### config.mk
export PLATFORM = sky130hd
export DESIGN_NAME = banked_general_purpose_ports
export DESIGN_NICKNAME = d
export VERILOG_FILES = /design/src/port_pkg.sv /design/src/pin_sync.sv /design/src/port_latch.sv /design/src/banked_general_purpose_ports.sv
export SDC_FILE = /design/constraint.sdc
export NUM_CORES = 1
export LEC_CHECK = 0
export ABC_AREA = 1
export BUFFER_PORTS_ARGS = -buffer_cell sky130_fd_sc_hd__buf_2
export CAP_MARGIN = 20
export CORE_UTILIZATION = 50
export DETAILED_ROUTE_END_ITERATION = 12
export PLACE_DENSITY = 0.76
export SLEW_MARGIN = 20
export SYNTH_ARGS = -nofsm -noshare
export SYNTH_HDL_FRONTEND = slang
export SYNTH_SLANG_ARGS = --single-unit
export TNS_END_PERCENT = 10
### constraint.sdc
create_clock -name clk_sys_in -period 4.1 [get_ports clk_sys_in]
set_input_delay 0.615 -clock clk_sys_in [delete_from_list [all_inputs] [get_ports clk_sys_in]]
set_output_delay 0.615 -clock clk_sys_in [all_outputs]
set_load 0.01 [all_outputs]
### src/port_pkg.sv
/*
  shared constants of the banked general-purpose port block.
  assumes a 4-bit data path and a 7-bit data memory address with bank.
*/
package port_pkg;
  localparam int unsigned NIBBLE = 4;
  localparam logic [6:0] ADDR_PORT_70 = 7'h70;
  localparam logic [6:0] ADDR_PORT_71 = 7'h71;
  localparam logic [6:0] ADDR_PORT_72 = 7'h72;
  localparam logic [6:0] ADDR_PORT_73 = 7'h73;
  localparam logic [5:0] RF_DIR_T = 6'h27;
  localparam logic [5:0] RF_DIR_U = 6'h35;
  localparam logic [5:0] RF_DIR_X = 6'h36;
  localparam logic [5:0] RF_DIR_W = 6'h37;
  localparam logic [1:0] BANK_ZERO = 2'h0;
  localparam logic [1:0] BANK_ONE = 2'h1;
  localparam logic [1:0] BANK_TWO = 2'h2;
  localparam logic [3:0] DIR_ALL_INPUT = 4'h0;
  localparam logic [3:0] GROUP_PIN_MASK = 4'hE;
  localparam int unsigned GROUP_DIR_BIT = 0;
endpackage

### src/pin_sync.sv
/*
  two flip-flop synchroniser for a bus of pin levels.
  assumes the pins are asynchronous to clk_sys_in.
*/
`timescale 1ns/1ps
`default_nettype none
module pin_sync #(
  parameter int unsigned WIDTH = 4
) (
  input wire logic clk_sys_in,
  input wire logic reset_in,
  input wire logic [WIDTH-1:0] async_in,
  output logic [WIDTH-1:0] sync_out
);
  logic [WIDTH-1:0] stage_one;
  always_ff @(posedge clk_sys_in or posedge reset_in)
  begin
    if (reset_in)
    begin
      stage_one <= '0;
      sync_out <= '0;
    end
    else
    begin
      stage_one <= async_in;
      sync_out <= stage_one;
    end
  end
endmodule
`default_nettype wire

### src/port_latch.sv
/*
  one 4-bit output latch with write enable.
  assumes write strobes come from the same clock; power-on reset clears.
*/
`timescale 1ns/1ps
`default_nettype none
module port_latch #(
  parameter int unsigned WIDTH = 4
) (
  input wire logic clk_sys_in,
  input wire logic por_in,
  input wire logic write_in,
  input wire logic [WIDTH-1:0] data_in,
  output logic [WIDTH-1:0] latch_out
);
  // power-on only; ce reset leaves the latch alone
  always_ff @(posedge clk_sys_in or posedge por_in)
  begin
    if (por_in)
      latch_out <= '0;
    else if (write_in)
      latch_out <= data_in;
  end
endmodule
`default_nettype wire

### src/banked_general_purpose_ports.sv
/*
  banked general-purpose ports: seven 4-bit ports in data memory 70H-73H
  and four direction registers in the control register file.
  assumes a core that gives one-cycle read/write strobes with bank, address
  and nibble data; reset_in is power-on reset, ce_reset_in and clock_stop_in
  are synchronous level inputs from the core.
*/
`timescale 1ns/1ps
`default_nettype none
// How it works
// - port registers occupy data addresses 70H-73H
// - bank zero and bank two alias ports
// - bit ports per pin, group port together
// - output pins drive written latch value
// - input pins read back pin level
// - direction registers steer pin directions
// - all ports general purpose after reset
// - ports act as ordinary data memory
// - w,x,u directions at 37H,36H,35H
// - group port direction at 27H
// - w at 70H, x at 71H, banks 0/2
// - u at 71H, t at 72H, bank 1
// - input port z read at 73H
// - y at 72H banks 0/2, v 70H data_bank_one
// - group port bit 0 reads zero
// - write updates latch, read shows latch for output bits, pin for input bits
// - input pin writes still update latch
// - resets and clock stop force inputs
// - ce reset keeps output latches
// - output-only ports read back latch
module banked_general_purpose_ports (
  input wire logic clk_sys_in,
  input wire logic reset_in,
  input wire logic ce_reset_in,
  input wire logic clock_stop_in,
  input wire logic [1:0] bank_in,
  input wire logic [6:0] mem_addr_in,
  input wire logic mem_write_in,
  input wire logic mem_read_in,
  input wire logic [3:0] mem_wdata_in,
  output logic [3:0] mem_rdata_out,
  output logic mem_hit_out,
  input wire logic [5:0] rf_addr_in,
  input wire logic rf_write_in,
  input wire logic rf_read_in,
  input wire logic [3:0] rf_wdata_in,
  output logic [3:0] rf_rdata_out,
  output logic rf_hit_out,
  input wire logic [3:0] bidir_port_w_in,
  output logic [3:0] bidir_port_w_out,
  output logic [3:0] bidir_port_w_oe_n_out,
  input wire logic [3:0] bidir_port_x_in,
  output logic [3:0] bidir_port_x_out,
  output logic [3:0] bidir_port_x_oe_n_out,
  input wire logic [3:0] bidir_port_u_in,
  output logic [3:0] bidir_port_u_out,
  output logic [3:0] bidir_port_u_oe_n_out,
  input wire logic [3:0] group_port_t_in,
  output logic [3:0] group_port_t_out,
  output logic [3:0] group_port_t_oe_n_out,
  input wire logic [3:0] input_port_z_in,
  output logic [3:0] output_port_y_out,
  output logic [3:0] output_port_v_out
);
  // ==========================================================
  // decode
  function automatic logic bank_is_even(input logic [1:0] bank);
    bank_is_even = (bank == port_pkg::BANK_ZERO) ||
      (bank == port_pkg::BANK_TWO);
  endfunction

  wire logic even_bank = bank_is_even(bank_in);
  wire logic odd_bank = (bank_in == port_pkg::BANK_ONE);
  wire logic sel_w = even_bank && (mem_addr_in == port_pkg::ADDR_PORT_70);
  wire logic sel_x = even_bank && (mem_addr_in == port_pkg::ADDR_PORT_71);
  wire logic sel_y = even_bank && (mem_addr_in == port_pkg::ADDR_PORT_72);
  wire logic sel_z = even_bank && (mem_addr_in == port_pkg::ADDR_PORT_73);
  wire logic sel_v = odd_bank && (mem_addr_in == port_pkg::ADDR_PORT_70);
  wire logic sel_u = odd_bank && (mem_addr_in == port_pkg::ADDR_PORT_71);
  wire logic sel_t = odd_bank && (mem_addr_in == port_pkg::ADDR_PORT_72);
  wire logic any_sel = sel_w | sel_x | sel_y | sel_z | sel_v | sel_u |
    sel_t;
  wire logic rf_w = (rf_addr_in == port_pkg::RF_DIR_W);
  wire logic rf_x = (rf_addr_in == port_pkg::RF_DIR_X);
  wire logic rf_u = (rf_addr_in == port_pkg::RF_DIR_U);
  wire logic rf_t = (rf_addr_in == port_pkg::RF_DIR_T);
  wire logic rf_any = rf_w | rf_x | rf_u | rf_t;

  // ==========================================================
  // direction registers (1 = output)
  logic [3:0] dir_select_w;
  logic [3:0] dir_select_x;
  logic [3:0] dir_select_u;
  logic [3:0] dir_select_t;
  wire logic force_input = ce_reset_in | clock_stop_in;

  always_ff @(posedge clk_sys_in or posedge reset_in)
  begin
    if (reset_in)
    begin
      dir_select_w <= port_pkg::DIR_ALL_INPUT;
      dir_select_x <= port_pkg::DIR_ALL_INPUT;
      dir_select_u <= port_pkg::DIR_ALL_INPUT;
      dir_select_t <= port_pkg::DIR_ALL_INPUT;
    end
    else if (force_input)
    begin
      dir_select_w <= port_pkg::DIR_ALL_INPUT;
      dir_select_x <= port_pkg::DIR_ALL_INPUT;
      dir_select_u <= port_pkg::DIR_ALL_INPUT;
      dir_select_t <= port_pkg::DIR_ALL_INPUT;
    end
    else if (rf_write_in)
    begin
      if (rf_w)
        dir_select_w <= rf_wdata_in;
      if (rf_x)
        dir_select_x <= rf_wdata_in;
      if (rf_u)
        dir_select_u <= rf_wdata_in;
      if (rf_t)
        dir_select_t <= rf_wdata_in;
    end
  end

  // group port: one direction bit covers its three pins
  wire logic group_out = dir_select_t[port_pkg::GROUP_DIR_BIT];
  wire logic [3:0] dir_t_pins = group_out ? port_pkg::GROUP_PIN_MASK :
    port_pkg::DIR_ALL_INPUT;

  // ==========================================================
  // output latches, kept across ce reset
  logic [3:0] latch_w;
  logic [3:0] latch_x;
  logic [3:0] latch_u;
  logic [3:0] latch_t;
  logic [3:0] latch_y;
  logic [3:0] latch_v;
  // writes land regardless of direction
  wire logic wr_w = mem_write_in & sel_w;
  wire logic wr_x = mem_write_in & sel_x;
  wire logic wr_u = mem_write_in & sel_u;
  wire logic wr_t = mem_write_in & sel_t;
  wire logic wr_y = mem_write_in & sel_y;
  wire logic wr_v = mem_write_in & sel_v;
  wire logic [3:0] wdata_t = mem_wdata_in & port_pkg::GROUP_PIN_MASK;

  port_latch #(.WIDTH(port_pkg::NIBBLE)) u_lat_w (.clk_sys_in(clk_sys_in),
    .por_in(reset_in), .write_in(wr_w), .data_in(mem_wdata_in),
    .latch_out(latch_w));
  port_latch #(.WIDTH(port_pkg::NIBBLE)) u_lat_x (.clk_sys_in(clk_sys_in),
    .por_in(reset_in), .write_in(wr_x), .data_in(mem_wdata_in),
    .latch_out(latch_x));
  port_latch #(.WIDTH(port_pkg::NIBBLE)) u_lat_u (.clk_sys_in(clk_sys_in),
    .por_in(reset_in), .write_in(wr_u), .data_in(mem_wdata_in),
    .latch_out(latch_u));
  port_latch #(.WIDTH(port_pkg::NIBBLE)) u_lat_t (.clk_sys_in(clk_sys_in),
    .por_in(reset_in), .write_in(wr_t), .data_in(wdata_t),
    .latch_out(latch_t));
  port_latch #(.WIDTH(port_pkg::NIBBLE)) u_lat_y (.clk_sys_in(clk_sys_in),
    .por_in(reset_in), .write_in(wr_y), .data_in(mem_wdata_in),
    .latch_out(latch_y));
  port_latch #(.WIDTH(port_pkg::NIBBLE)) u_lat_v (.clk_sys_in(clk_sys_in),
    .por_in(reset_in), .write_in(wr_v), .data_in(mem_wdata_in),
    .latch_out(latch_v));
  // no latch for the input port: writes there are dropped

  // ==========================================================
  // pin synchronisers
  logic [3:0] pin_w;
  logic [3:0] pin_x;
  logic [3:0] pin_u;
  logic [3:0] pin_t;
  logic [3:0] pin_z;
  pin_sync #(.WIDTH(port_pkg::NIBBLE)) u_sync_w (.clk_sys_in(clk_sys_in),
    .reset_in(reset_in), .async_in(bidir_port_w_in), .sync_out(pin_w));
  pin_sync #(.WIDTH(port_pkg::NIBBLE)) u_sync_x (.clk_sys_in(clk_sys_in),
    .reset_in(reset_in), .async_in(bidir_port_x_in), .sync_out(pin_x));
  pin_sync #(.WIDTH(port_pkg::NIBBLE)) u_sync_u (.clk_sys_in(clk_sys_in),
    .reset_in(reset_in), .async_in(bidir_port_u_in), .sync_out(pin_u));
  pin_sync #(.WIDTH(port_pkg::NIBBLE)) u_sync_t (.clk_sys_in(clk_sys_in),
    .reset_in(reset_in), .async_in(group_port_t_in), .sync_out(pin_t));
  pin_sync #(.WIDTH(port_pkg::NIBBLE)) u_sync_z (.clk_sys_in(clk_sys_in),
    .reset_in(reset_in), .async_in(input_port_z_in), .sync_out(pin_z));

  // ==========================================================
  // read mux: output bits show latch, input bits show pin
  function automatic logic [3:0] mix(input logic [3:0] dir,
    input logic [3:0] latch, input logic [3:0] pin);
    mix = (dir & latch) | (~dir & pin);
  endfunction

  wire logic [3:0] read_w = mix(dir_select_w, latch_w, pin_w);
  wire logic [3:0] read_x = mix(dir_select_x, latch_x, pin_x);
  wire logic [3:0] read_u = mix(dir_select_u, latch_u, pin_u);
  wire logic [3:0] read_t = mix(dir_t_pins, latch_t, pin_t) &
    port_pkg::GROUP_PIN_MASK;
  wire logic [3:0] port_rd = sel_w ? read_w : sel_x ? read_x :
    sel_u ? read_u : sel_t ? read_t : sel_z ? pin_z :
    sel_y ? latch_y : sel_v ? latch_v : 4'h0;
  wire logic [3:0] rf_rd = rf_w ? dir_select_w : rf_x ? dir_select_x :
    rf_u ? dir_select_u : rf_t ? dir_select_t : 4'h0;

  // read data sampled on the read strobe
  always_ff @(posedge clk_sys_in or posedge reset_in)
  begin
    if (reset_in)
    begin
      mem_rdata_out <= 4'h0;
      rf_rdata_out <= 4'h0;
    end
    else
    begin
      if (mem_read_in)
        mem_rdata_out <= port_rd;
      if (rf_read_in)
        rf_rdata_out <= rf_rd;
    end
  end
  assign mem_hit_out = any_sel;
  assign rf_hit_out = rf_any;

  // ==========================================================
  // pins: bit n of each register is pin n
  assign bidir_port_w_out = latch_w;
  assign bidir_port_x_out = latch_x;
  assign bidir_port_u_out = latch_u;
  assign group_port_t_out = latch_t;
  assign bidir_port_w_oe_n_out = ~dir_select_w;
  assign bidir_port_x_oe_n_out = ~dir_select_x;
  assign bidir_port_u_oe_n_out = ~dir_select_u;
  assign group_port_t_oe_n_out = ~dir_t_pins;
  assign output_port_y_out = latch_y;
  assign output_port_v_out = latch_v;

  // ==========================================================
  // checks
  property p_force_in;
    @(posedge clk_sys_in) disable iff (reset_in)
    force_input |=> (bidir_port_w_oe_n_out == 4'hF) &&
      (group_port_t_oe_n_out == 4'hF);
  endproperty
  a_force_in: assert property (p_force_in)
    else $error("pins not input after ce reset or clock stop");

  property p_latch_kept;
    @(posedge clk_sys_in) disable iff (reset_in)
    ce_reset_in && !wr_w |=> latch_w == $past(latch_w);
  endproperty
  a_latch_kept: assert property (p_latch_kept)
    else $error("latch changed on ce reset");

  property p_t_bit0;
    @(posedge clk_sys_in) disable iff (reset_in)
    mem_read_in && sel_t |=> mem_rdata_out[0] == 1'b0;
  endproperty
  a_t_bit0: assert property (p_t_bit0)
    else $error("group port bit 0 read nonzero");

  property p_write_w;
    @(posedge clk_sys_in) disable iff (reset_in)
    wr_w |=> latch_w == $past(mem_wdata_in);
  endproperty
  a_write_w: assert property (p_write_w)
    else $error("port w latch not updated");

  property p_alias;
    @(posedge clk_sys_in) disable iff (reset_in)
    mem_write_in && mem_addr_in == port_pkg::ADDR_PORT_71 &&
      bank_in == port_pkg::BANK_TWO |=> latch_x == $past(mem_wdata_in);
  endproperty
  a_alias: assert property (p_alias)
    else $error("bank two does not reach port x");

  property p_drive;
    @(posedge clk_sys_in) disable iff (reset_in)
    (dir_select_x == 4'hF) |-> bidir_port_x_oe_n_out == 4'h0 &&
      bidir_port_x_out == latch_x;
  endproperty
  a_drive: assert property (p_drive)
    else $error("output pin not driving latch");

  property p_rd_y;
    @(posedge clk_sys_in) disable iff (reset_in)
    mem_read_in && sel_y |=> mem_rdata_out == $past(latch_y);
  endproperty
  a_rd_y: assert property (p_rd_y)
    else $error("output port read not latch");

  property p_rd_z;
    @(posedge clk_sys_in) disable iff (reset_in)
    mem_read_in && sel_z |=> mem_rdata_out == $past(pin_z);
  endproperty
  a_rd_z: assert property (p_rd_z)
    else $error("input port read wrong");

  property p_dir_wr;
    @(posedge clk_sys_in) disable iff (reset_in)
    rf_write_in && rf_u && !force_input |=>
      bidir_port_u_oe_n_out == ~$past(rf_wdata_in);
  endproperty
  a_dir_wr: assert property (p_dir_wr)
    else $error("direction write not applied");
endmodule
`default_nettype wire

==> results of run 1 <==
[metrics by stage]
stage	instances	util, %	setup slack (ns)	cell area [µm²]
floorplan	363	-	1.29	3480
global placement	537	59.8	1.85	4040
detailed placement	537	59.8	1.83	4040
CTS	553	63.1	1.83	4270
global route	554	63.4	1.71	4290
finish	554	63.4	1.82	4290
[worst max-delay path, cell delays in order]
cell and delay, ns:
buf_2 0.08, nand3_2 0.17, inv_2 0.19, nand3_2 0.15, nor2_4 0.19, nor3_1 0.06, nand2_1 0.08, buf_2 0.13
[final timing paths]
path	slack, ns	cells past startpoint	to	start
min reg2reg	0.35	0	u_sync_u.sync_out[2]	u_sync_u.stage_one[2]
min in group clk_sys_in	0.35	0	u_sync_u.sync_out[2]	u_sync_u.stage_one[2]
max in group asynchronous	3.32	3	dir_select_w[3]	reset_in
min	0.17	2	u_sync_w.stage_one[0]	reset_in
max	1.82	8	mem_hit_out	mem_addr_in[5]
max reg2reg	2.79	7	mem_rdata_out[1]	dir_select_t[0]
[final cells by class]
cell class	count	area share, %
Multi-Input combinational cell	239	27.8
Timing Repair Buffer	99	12.0
Clock inverter	6	2.22
Inverter	35	3.09
Clock buffer	10	2.98
Tap cell	80	2.34
Sequential cell	85	49.6
[report_power, final]
group / leakage [nW] / switching [mW] / internal [mW] / total, mW
clock network: 0.105 / 0.303 / 0.349 / 0.653
registers: 1.09 / 0.0228 / 0.874 / 0.896
logic: 1.02 / 0.0892 / 0.0499 / 0.139
total: 2.21 / 0.415 / 1.27 / 1.69
[kinds of logic after synthesis]
logic type	share of synthesized area [%]
AND/OR/NAND/NOR	24.0
flip-flops	61.2
AO/OA/AOI/OAI	10.0
buffers and inverters	4.64
other	0.216
[routing by layer]
layer	share of wire, %	up-vias
met2	46	110
met5	0	-
met1	46	1317
met4	2.8	0
met3	6.0	19
li1	-	1385
[cell usage after synthesis]
cell | number | area (µm²)
nor2_8 | 1 | 20.0
nor2_1 | 17 | 63.8
nor3_4 | 4 | 65.1
a21oi_2 | 2 | 17.5
nand3_1 | 22 | 110
and3_1 | 1 | 6.26
o21ai_1 | 4 | 20.0
nor3_1 | 1 | 5.00
inv_2 | 3 | 11.3
dfrtp_1 | 85 | 2130
nand2_1 | 104 | 390
o211ai_1 | 6 | 45.0
or2_2 | 6 | 37.5
nand4_1 | 5 | 31.3
o21ai_4 | 1 | 16.3
nand3_2 | 2 | 20.0
inv_1 | 32 | 120
nor2_2 | 4 | 25.0
conb_1 | 2 | 7.51
a21oi_1 | 7 | 35.0
o21ai_0 | 43 | 215
nand2_2 | 4 | 25.0
nor2_4 | 3 | 33.8
buf_4 | 4 | 30.0
==> metrics.txt, run 1 <==
via count=approximately 2800; H-tree levels=3; Pre-antenna DRT Iters=7; Max Fclk=438 MHz; initial drt markers=between 200 and 250; Num CTS Buffers=9; leakage power=between 2 and 2.5 nW; Post-CTS Resized=0; final WL=roughly 7900 µm; sequential share of the synthesized area=61.2%; met3 Use GR=3.89%; most common cell after layout, fill and taps aside=nand2_1; Period minus WS final=2.28 ns; final setup fails=0; Syn Area/Cell=about 9.6 µm²; Max Buffers Root-to-Sink=2; layout cell share with drive strength beyond 1=~30%; initial core utilization=about 50%; Max-Cap Viols=0; TritonCTS clock tree=built; Storage cell area=2130 µm²; drt wl/cell=about 14 µm; Final HPWL DP=about 6000 µm; Slew Viols, Final=0; min-delay worst type=primary input to asynchronous set/reset pin; Synth Net Count=414; Synth Warn #=0; critical setup path kind=primary input to output pin; DR DRC count=0; Fin Clk Skew=~0.0066 ns; Synth cell types=24; Clock Latency Late Sink=~0.36 ns; commonest cells after routing, fill and taps aside=nand2_1 (104), buf_2 (97), dfrtp_1 (85); CP Capture Type=output pin; Crit Path Max Fanout=8; Final Hold Fails=0; Vias/cell=5.11; CTS sink count=between 80 and 90; routability congestion estimate=around 0.85; hold-fix buffer count after cts=0; Die ar.=roughly 7300 µm²; buffers added on ports=97; FILL cells=~580; gr ovfl total=0; crit path DAT=1.67 ns; final net count=520; area grow syn2layout=23.2%; GRT Total Usage=23.8%; Overall Power=1.69 mW; antenna violations before repair=0; Crit path required time=approximately 3.5 ns; critical path launch point type=primary input; die height=85.4 µm; vias in the first global route=2689; first-pass GRT wire length=around 13000 µm; # diodes=0; Cell Area, Synth=between 3000 and 4000 µm²; PD cells=394 nW/µm²; GR Util met1=approximately 34%; Root Buffer Master=clkbuf_8; post-CTS setup buffer count=0; Setup TNS=0 ns; Worst Hold Margin=between 0.15 and 0.2 ns; M2 GR Usage=about a third; VDD IR max=roughly 0.00034 V; Seq cells post-synth=between 80 and 90; Multi-input gate area=around 1200 µm²; GRT Max-Usage Layer=met2; clock transition at the registers of the reported paths=around 0.08 ns; DIE WIDTH=between 80 and 90 µm; Tcrit/Tclk final=~56%; RSZ-0062 raised after global routing=no; outcome=finished clean; io pins=approximately 100; number of routed nets with antenna violations=0; Post-Synthesis Cells=around 360; largest net degree at the start of global routing=60; Cell Rows=30; core area=between 6000 and 7000 µm²
Note: power is estimated with default switching activity, not from simulation.
==> inputs of run 2 (changes only) <==
- CORE_UTILIZATION: 50 -> 46
- PLACE_DENSITY: 0.76 -> 0.74
- clock period: 4.1 -> 1.9 ns (I/O delays scaled with it)
==> metrics.txt, run 2 (synthesized netlist as in run 1, its figures left out) <==
gr ovfl total=0; Worst Hold Margin=around 0.026 ns; routability congestion estimate=around 0.9; FILL cells=between 600 and 700; Worst R2R Path Depth=7; Max-Cap Viols=0; Num CTS Buffers=9; Overall Power=around 3.4 mW; Slew Viols, Final=0; min-delay worst type=primary input to flop; worst setup margin=between 0.2 and 0.3 ns; crit path DAT=1.34 ns; DR DRC count=0; via count=approximately 2800; Cell Rows=31; leakage power=2.19 nW; Post-Place Cells=about 560; most common cell after layout, fill and taps aside=nand2_1; DIE WIDTH=about 90 µm; number of routed nets with antenna violations=0; Pre-antenna DRT Iters=4; Worst path depth=8; Tcrit/Tclk final=a little under nine tenths; CP Capture Type=output pin; largest net degree at the start of global routing=50; first-pass GRT wire length=around 13000 µm; CP Buf/Inv Count=3; Setup TNS=0 ns; Final Util=between 50% and 60%; # diodes=0; RSZ-0062 raised after global routing=no; TritonCTS clock tree=built; GRT Max-Usage Layer=met2; Final Cell Area=approximately 4300 µm²; initial drt markers=between 200 and 300; io pins=just over 100; M2 GR Usage=between 30% and 40%; Root Buffer Master=clkbuf_8; critical path launch point type=primary input; antenna violations before repair=0; Crit Path Max Fanout=8; commonest cells after routing, fill and taps aside=nand2_1 (104), buf_2 (97), dfrtp_1 (85); buffers added on ports=97; met3 Use GR=under 10%; Max Fclk=around 600 MHz; Period minus WS final=around 1.6 ns; clock transition at the registers of the reported paths=0.09 ns; Final HPWL DP=~6300 µm; crit path to=mem_hit_out; CTS sink count=85; PD cells=788 nW/µm²; drt wl/cell=14.3 µm; Fin Clk Skew=roughly 0.011 ns; Post-CTS Resized=0; final WL=roughly 8200 µm; H-tree levels=3; die height=89.0 µm; Critical Path Source=mem_addr_in[5]; Die ar.=~7900 µm²; final net count=about 520; crit-path max cell delay=approximately 0.19 ns; VDD IR max=~0.00057 V; GR Util met1=between 30% and 40%; flop-to-flop setup slack=0.62 ns; Final Hold Fails=0; outcome=finished clean; crit path max-delay cell type=inv_2; Max Buffers Root-to-Sink=2; Cell Area, Placed=around 4100 µm²; layout cell share with drive strength beyond 1=30.5%; Crit path required time=around 1.6 ns; Crit path max-delay family=simple AND/OR/NAND/NOR gates; core area=7290 µm²; GRT Total Usage=22.0%; critical setup path kind=primary input to output pin; area grow syn2layout=22.6%; pre-CTS setup slack=0.269 ns; Reg-to-Reg End=mem_rdata_out[2]; final setup fails=0; Reg-to-Reg Start=dir_select_t[0]; Post-Layout Cell Count=around 570; CP cell instances=buf_2 -> nand3_2 -> inv_2 -> nand3_2 -> nor2_4 -> nor3_1 -> nand2_1 -> buf_2; Storage cell area=approximately 2100 µm²; Multi-input gate area=1190 µm²; initial core utilization=roughly 48%; Vias/cell=about 5.0; Clock Latency Late Sink=between 0.3 and 0.4 ns; vias in the first global route=about 2600
## run 2: worst min path at each step
stage,start,depth (start not counted),slack (ns),endpoint
after CTS,bidir_port_u_in[2],1,0.02,u_sync_u.stage_one[2]
final,bidir_port_u_in[2],1,0.03,u_sync_u.stage_one[2]
after global placement,reset_in,2,0.33,u_sync_t.stage_one[2]
after detailed placement,u_sync_w.stage_one[1],0,0.33,u_sync_w.sync_out[1]
after floorplan,group_port_t_in[1],0,0.32,u_sync_t.stage_one[1]
after global routing,group_port_t_in[2],1,0.01,u_sync_t.stage_one[2]
## run 2: timing repair
item / 4_1_cts / 5_1_grt
endpoints found under the hold margin: 21 / 0
setup buffers: 0 / 0
hold buffers: 1 / 0
## run 2: final cells by class
class	instances	area share, %
Clock buffer	10	2.99
Clock inverter	6	0.909
Inverter	35	3.17
Multi-Input combinational cell	239	27.9
Sequential cell	85	49.9
Tap cell	99	2.90
Timing Repair Buffer	100	12.3
## run 2: layer usage
metal	up-vias	routed length (µm)	share of wire [%]
met5	-	0	0
met4	0	155	1.9
met3	14	576	7.0
met2	105	3770	46
met1	1340	3720	45
li1	1384	-	-
## run 2: report_power, final
part	switching [mW]	internal, mW	leakage, nW
clock network	0.646	0.473	0.0824
registers	0.0494	1.89	1.09
logic	0.197	0.109	1.02
==> inputs of run 3 (changes only) <==
- CORE_UTILIZATION: 46 -> 25
- PLACE_DENSITY: 0.74 -> 0.45
==> metrics.txt, run 3 (synthesized netlist as in run 1, its figures left out) <==
DIE WIDTH=around 120 µm; Die ar.=around 14000 µm²; Vias/cell=approximately 4.3; Hold Startpoint=input_port_z_in[3]; Fin Clk Skew=about 0.012 ns; Crit Path Max Fanout=5; leakage power=approximately 2.3 nW; WHS Endpoint=u_sync_z.stage_one[3]; gr ovfl total=0; first-pass GRT wire length=15500 µm; io pins=101; largest net degree at the start of global routing=between 50 and 60; layout cell share with drive strength beyond 1=31.0%; Pre-antenna DRT Iters=5; Worst Hold Depth=1; PD cells=a little under 900 nW/µm²; final net count=around 520; VDD IR max=roughly 0.00043 V; Worst Hold Margin=around 0.051 ns; H-tree levels=3; Max Buffers Root-to-Sink=2; most common cell after layout, fill and taps aside=nand2_1; Post-CTS Resized=0; critical setup path kind=primary input to output pin; Clock Latency Late Sink=0.34 ns; Period minus WS final=~1.6 ns; Final Hold Fails=0; Setup TNS=0 ns; flop-to-flop setup slack=slightly above 0.6 ns; Reg-to-Reg End=mem_rdata_out[1]; Max-Cap Viols=0; via count=roughly 2800; clock transition at the registers of the reported paths=0.07 ns; Num CTS Buffers=9; final WL=9640 µm; Max Fclk=around 620 MHz; Reg-to-Reg Start=dir_select_w[1]; GRT Total Usage=~14%; Root Buffer Master=clkbuf_16; Final HPWL DP=around 7400 µm; TritonCTS clock tree=built; RSZ-0062 raised after global routing=no; Tcrit/Tclk final=between 80% and 90%; DR DRC count=0; buffers added on ports=97; area grow syn2layout=29.7%; CTS sink count=85; die height=120 µm; critical path launch point type=primary input; Crit path required time=roughly 1.6 ns; routability congestion estimate=0.785; crit path DAT=about 1.3 ns; Slew Viols, Final=0; Critical Path Source=mem_addr_in[3]; initial drt markers=175; Cell Rows=between 40 and 50; Worst R2R Path Depth=6; core area=around 13000 µm²; # diodes=0; outcome=finished clean; initial core utilization=approximately a quarter; antenna violations before repair=0; final setup fails=0; number of routed nets with antenna violations=0; commonest cells after routing, fill and taps aside=nand2_1 (104), buf_2 (97), dfrtp_1 (85); CP Capture Type=output pin; min-delay worst type=primary input to flop; drt wl/cell=between 10 and 15 µm; vias in the first global route=2886
-- run 3: cell types whose count changed in the layout (fill, tap and decap cells not counted), sizes merged --
| cell | delta |
|---|---|
| clkbuf | -1 |
| bufinv | +1 |
| clkinv | -2 |
| buf | +3 |
| clkinvlp | -1 |
| inv | +2 |
-- run 3: through the flow --
stage / instances / area, µm² / util (%) / setup slack [ns] / total power, mW
4_1_cts: 653 / 4510 / 33.7 / 0.319 / 4.06
5_1_grt: 653 / 4510 / 33.7 / 0.167 / 4.17
3_3_place_gp: 637 / 4210 / 31.4 / 0.287 / 2.29
6_report: 653 / 4510 / 33.7 / 0.297 / 4.00
3_5_place_dp: 637 / 4210 / 31.4 / 0.263 / 2.29
2_1_floorplan: 363 / 3480 / - / 0.598 / 2.11
-- run 3: layout make-up --
type | count | area (µm²)
fillers | 1440 | 8890
flip-flops and latches | 85 | 2130
multi-input cells | 239 | 1190
repair buffers | 103 | 546
clock buffers | 9 | 225
well taps | 176 | 220
inverters | 35 | 135
clock inverters | 6 | 68.8
-- run 3: metal layers --
layer	track usage [%]	wire length, µm	vias up
li1	-	-	1388
met1	18.8	4310	1328
met2	22.8	4560	90
met3	4.13	646	7
met4	4.30	121	0
met5	0	0	-
-- run 3: timing repair --
| item | 4_1_cts | 5_1_grt |
|---|---|---|
| endpoints found under the setup margin | 0 | 0 |
| hold buffers | 1 | 0 |
| endpoints found under the hold margin | 15 | 0 |
| setup buffers | 0 | 0 |
-- run 3: worst max path at each step --
stage                                  to  slack [ns]  cells past startpoint
after floorplan               mem_hit_out        0.60                      6
after global placement    dir_select_t[0]        0.29                      8
after detailed placement  dir_select_t[0]        0.26                      8
after CTS                     mem_hit_out        0.32                      7
after global routing          mem_hit_out        0.17                      7
final                         mem_hit_out        0.30                      7
-- run 3: critical path, cell delays in order --
cell	delay, ns
buf_2	0.11
nor2_2	0.17
nand2_1	0.11
nor2_1	0.32
nor3_1	0.11
nand2_1	0.09
buf_2	0.13
-- run 3: report_power, final --
group	internal [mW]	total [mW]	switching, mW
clock network	1.02	1.75	0.725
registers	1.89	1.93	0.0466
logic	0.113	0.316	0.203
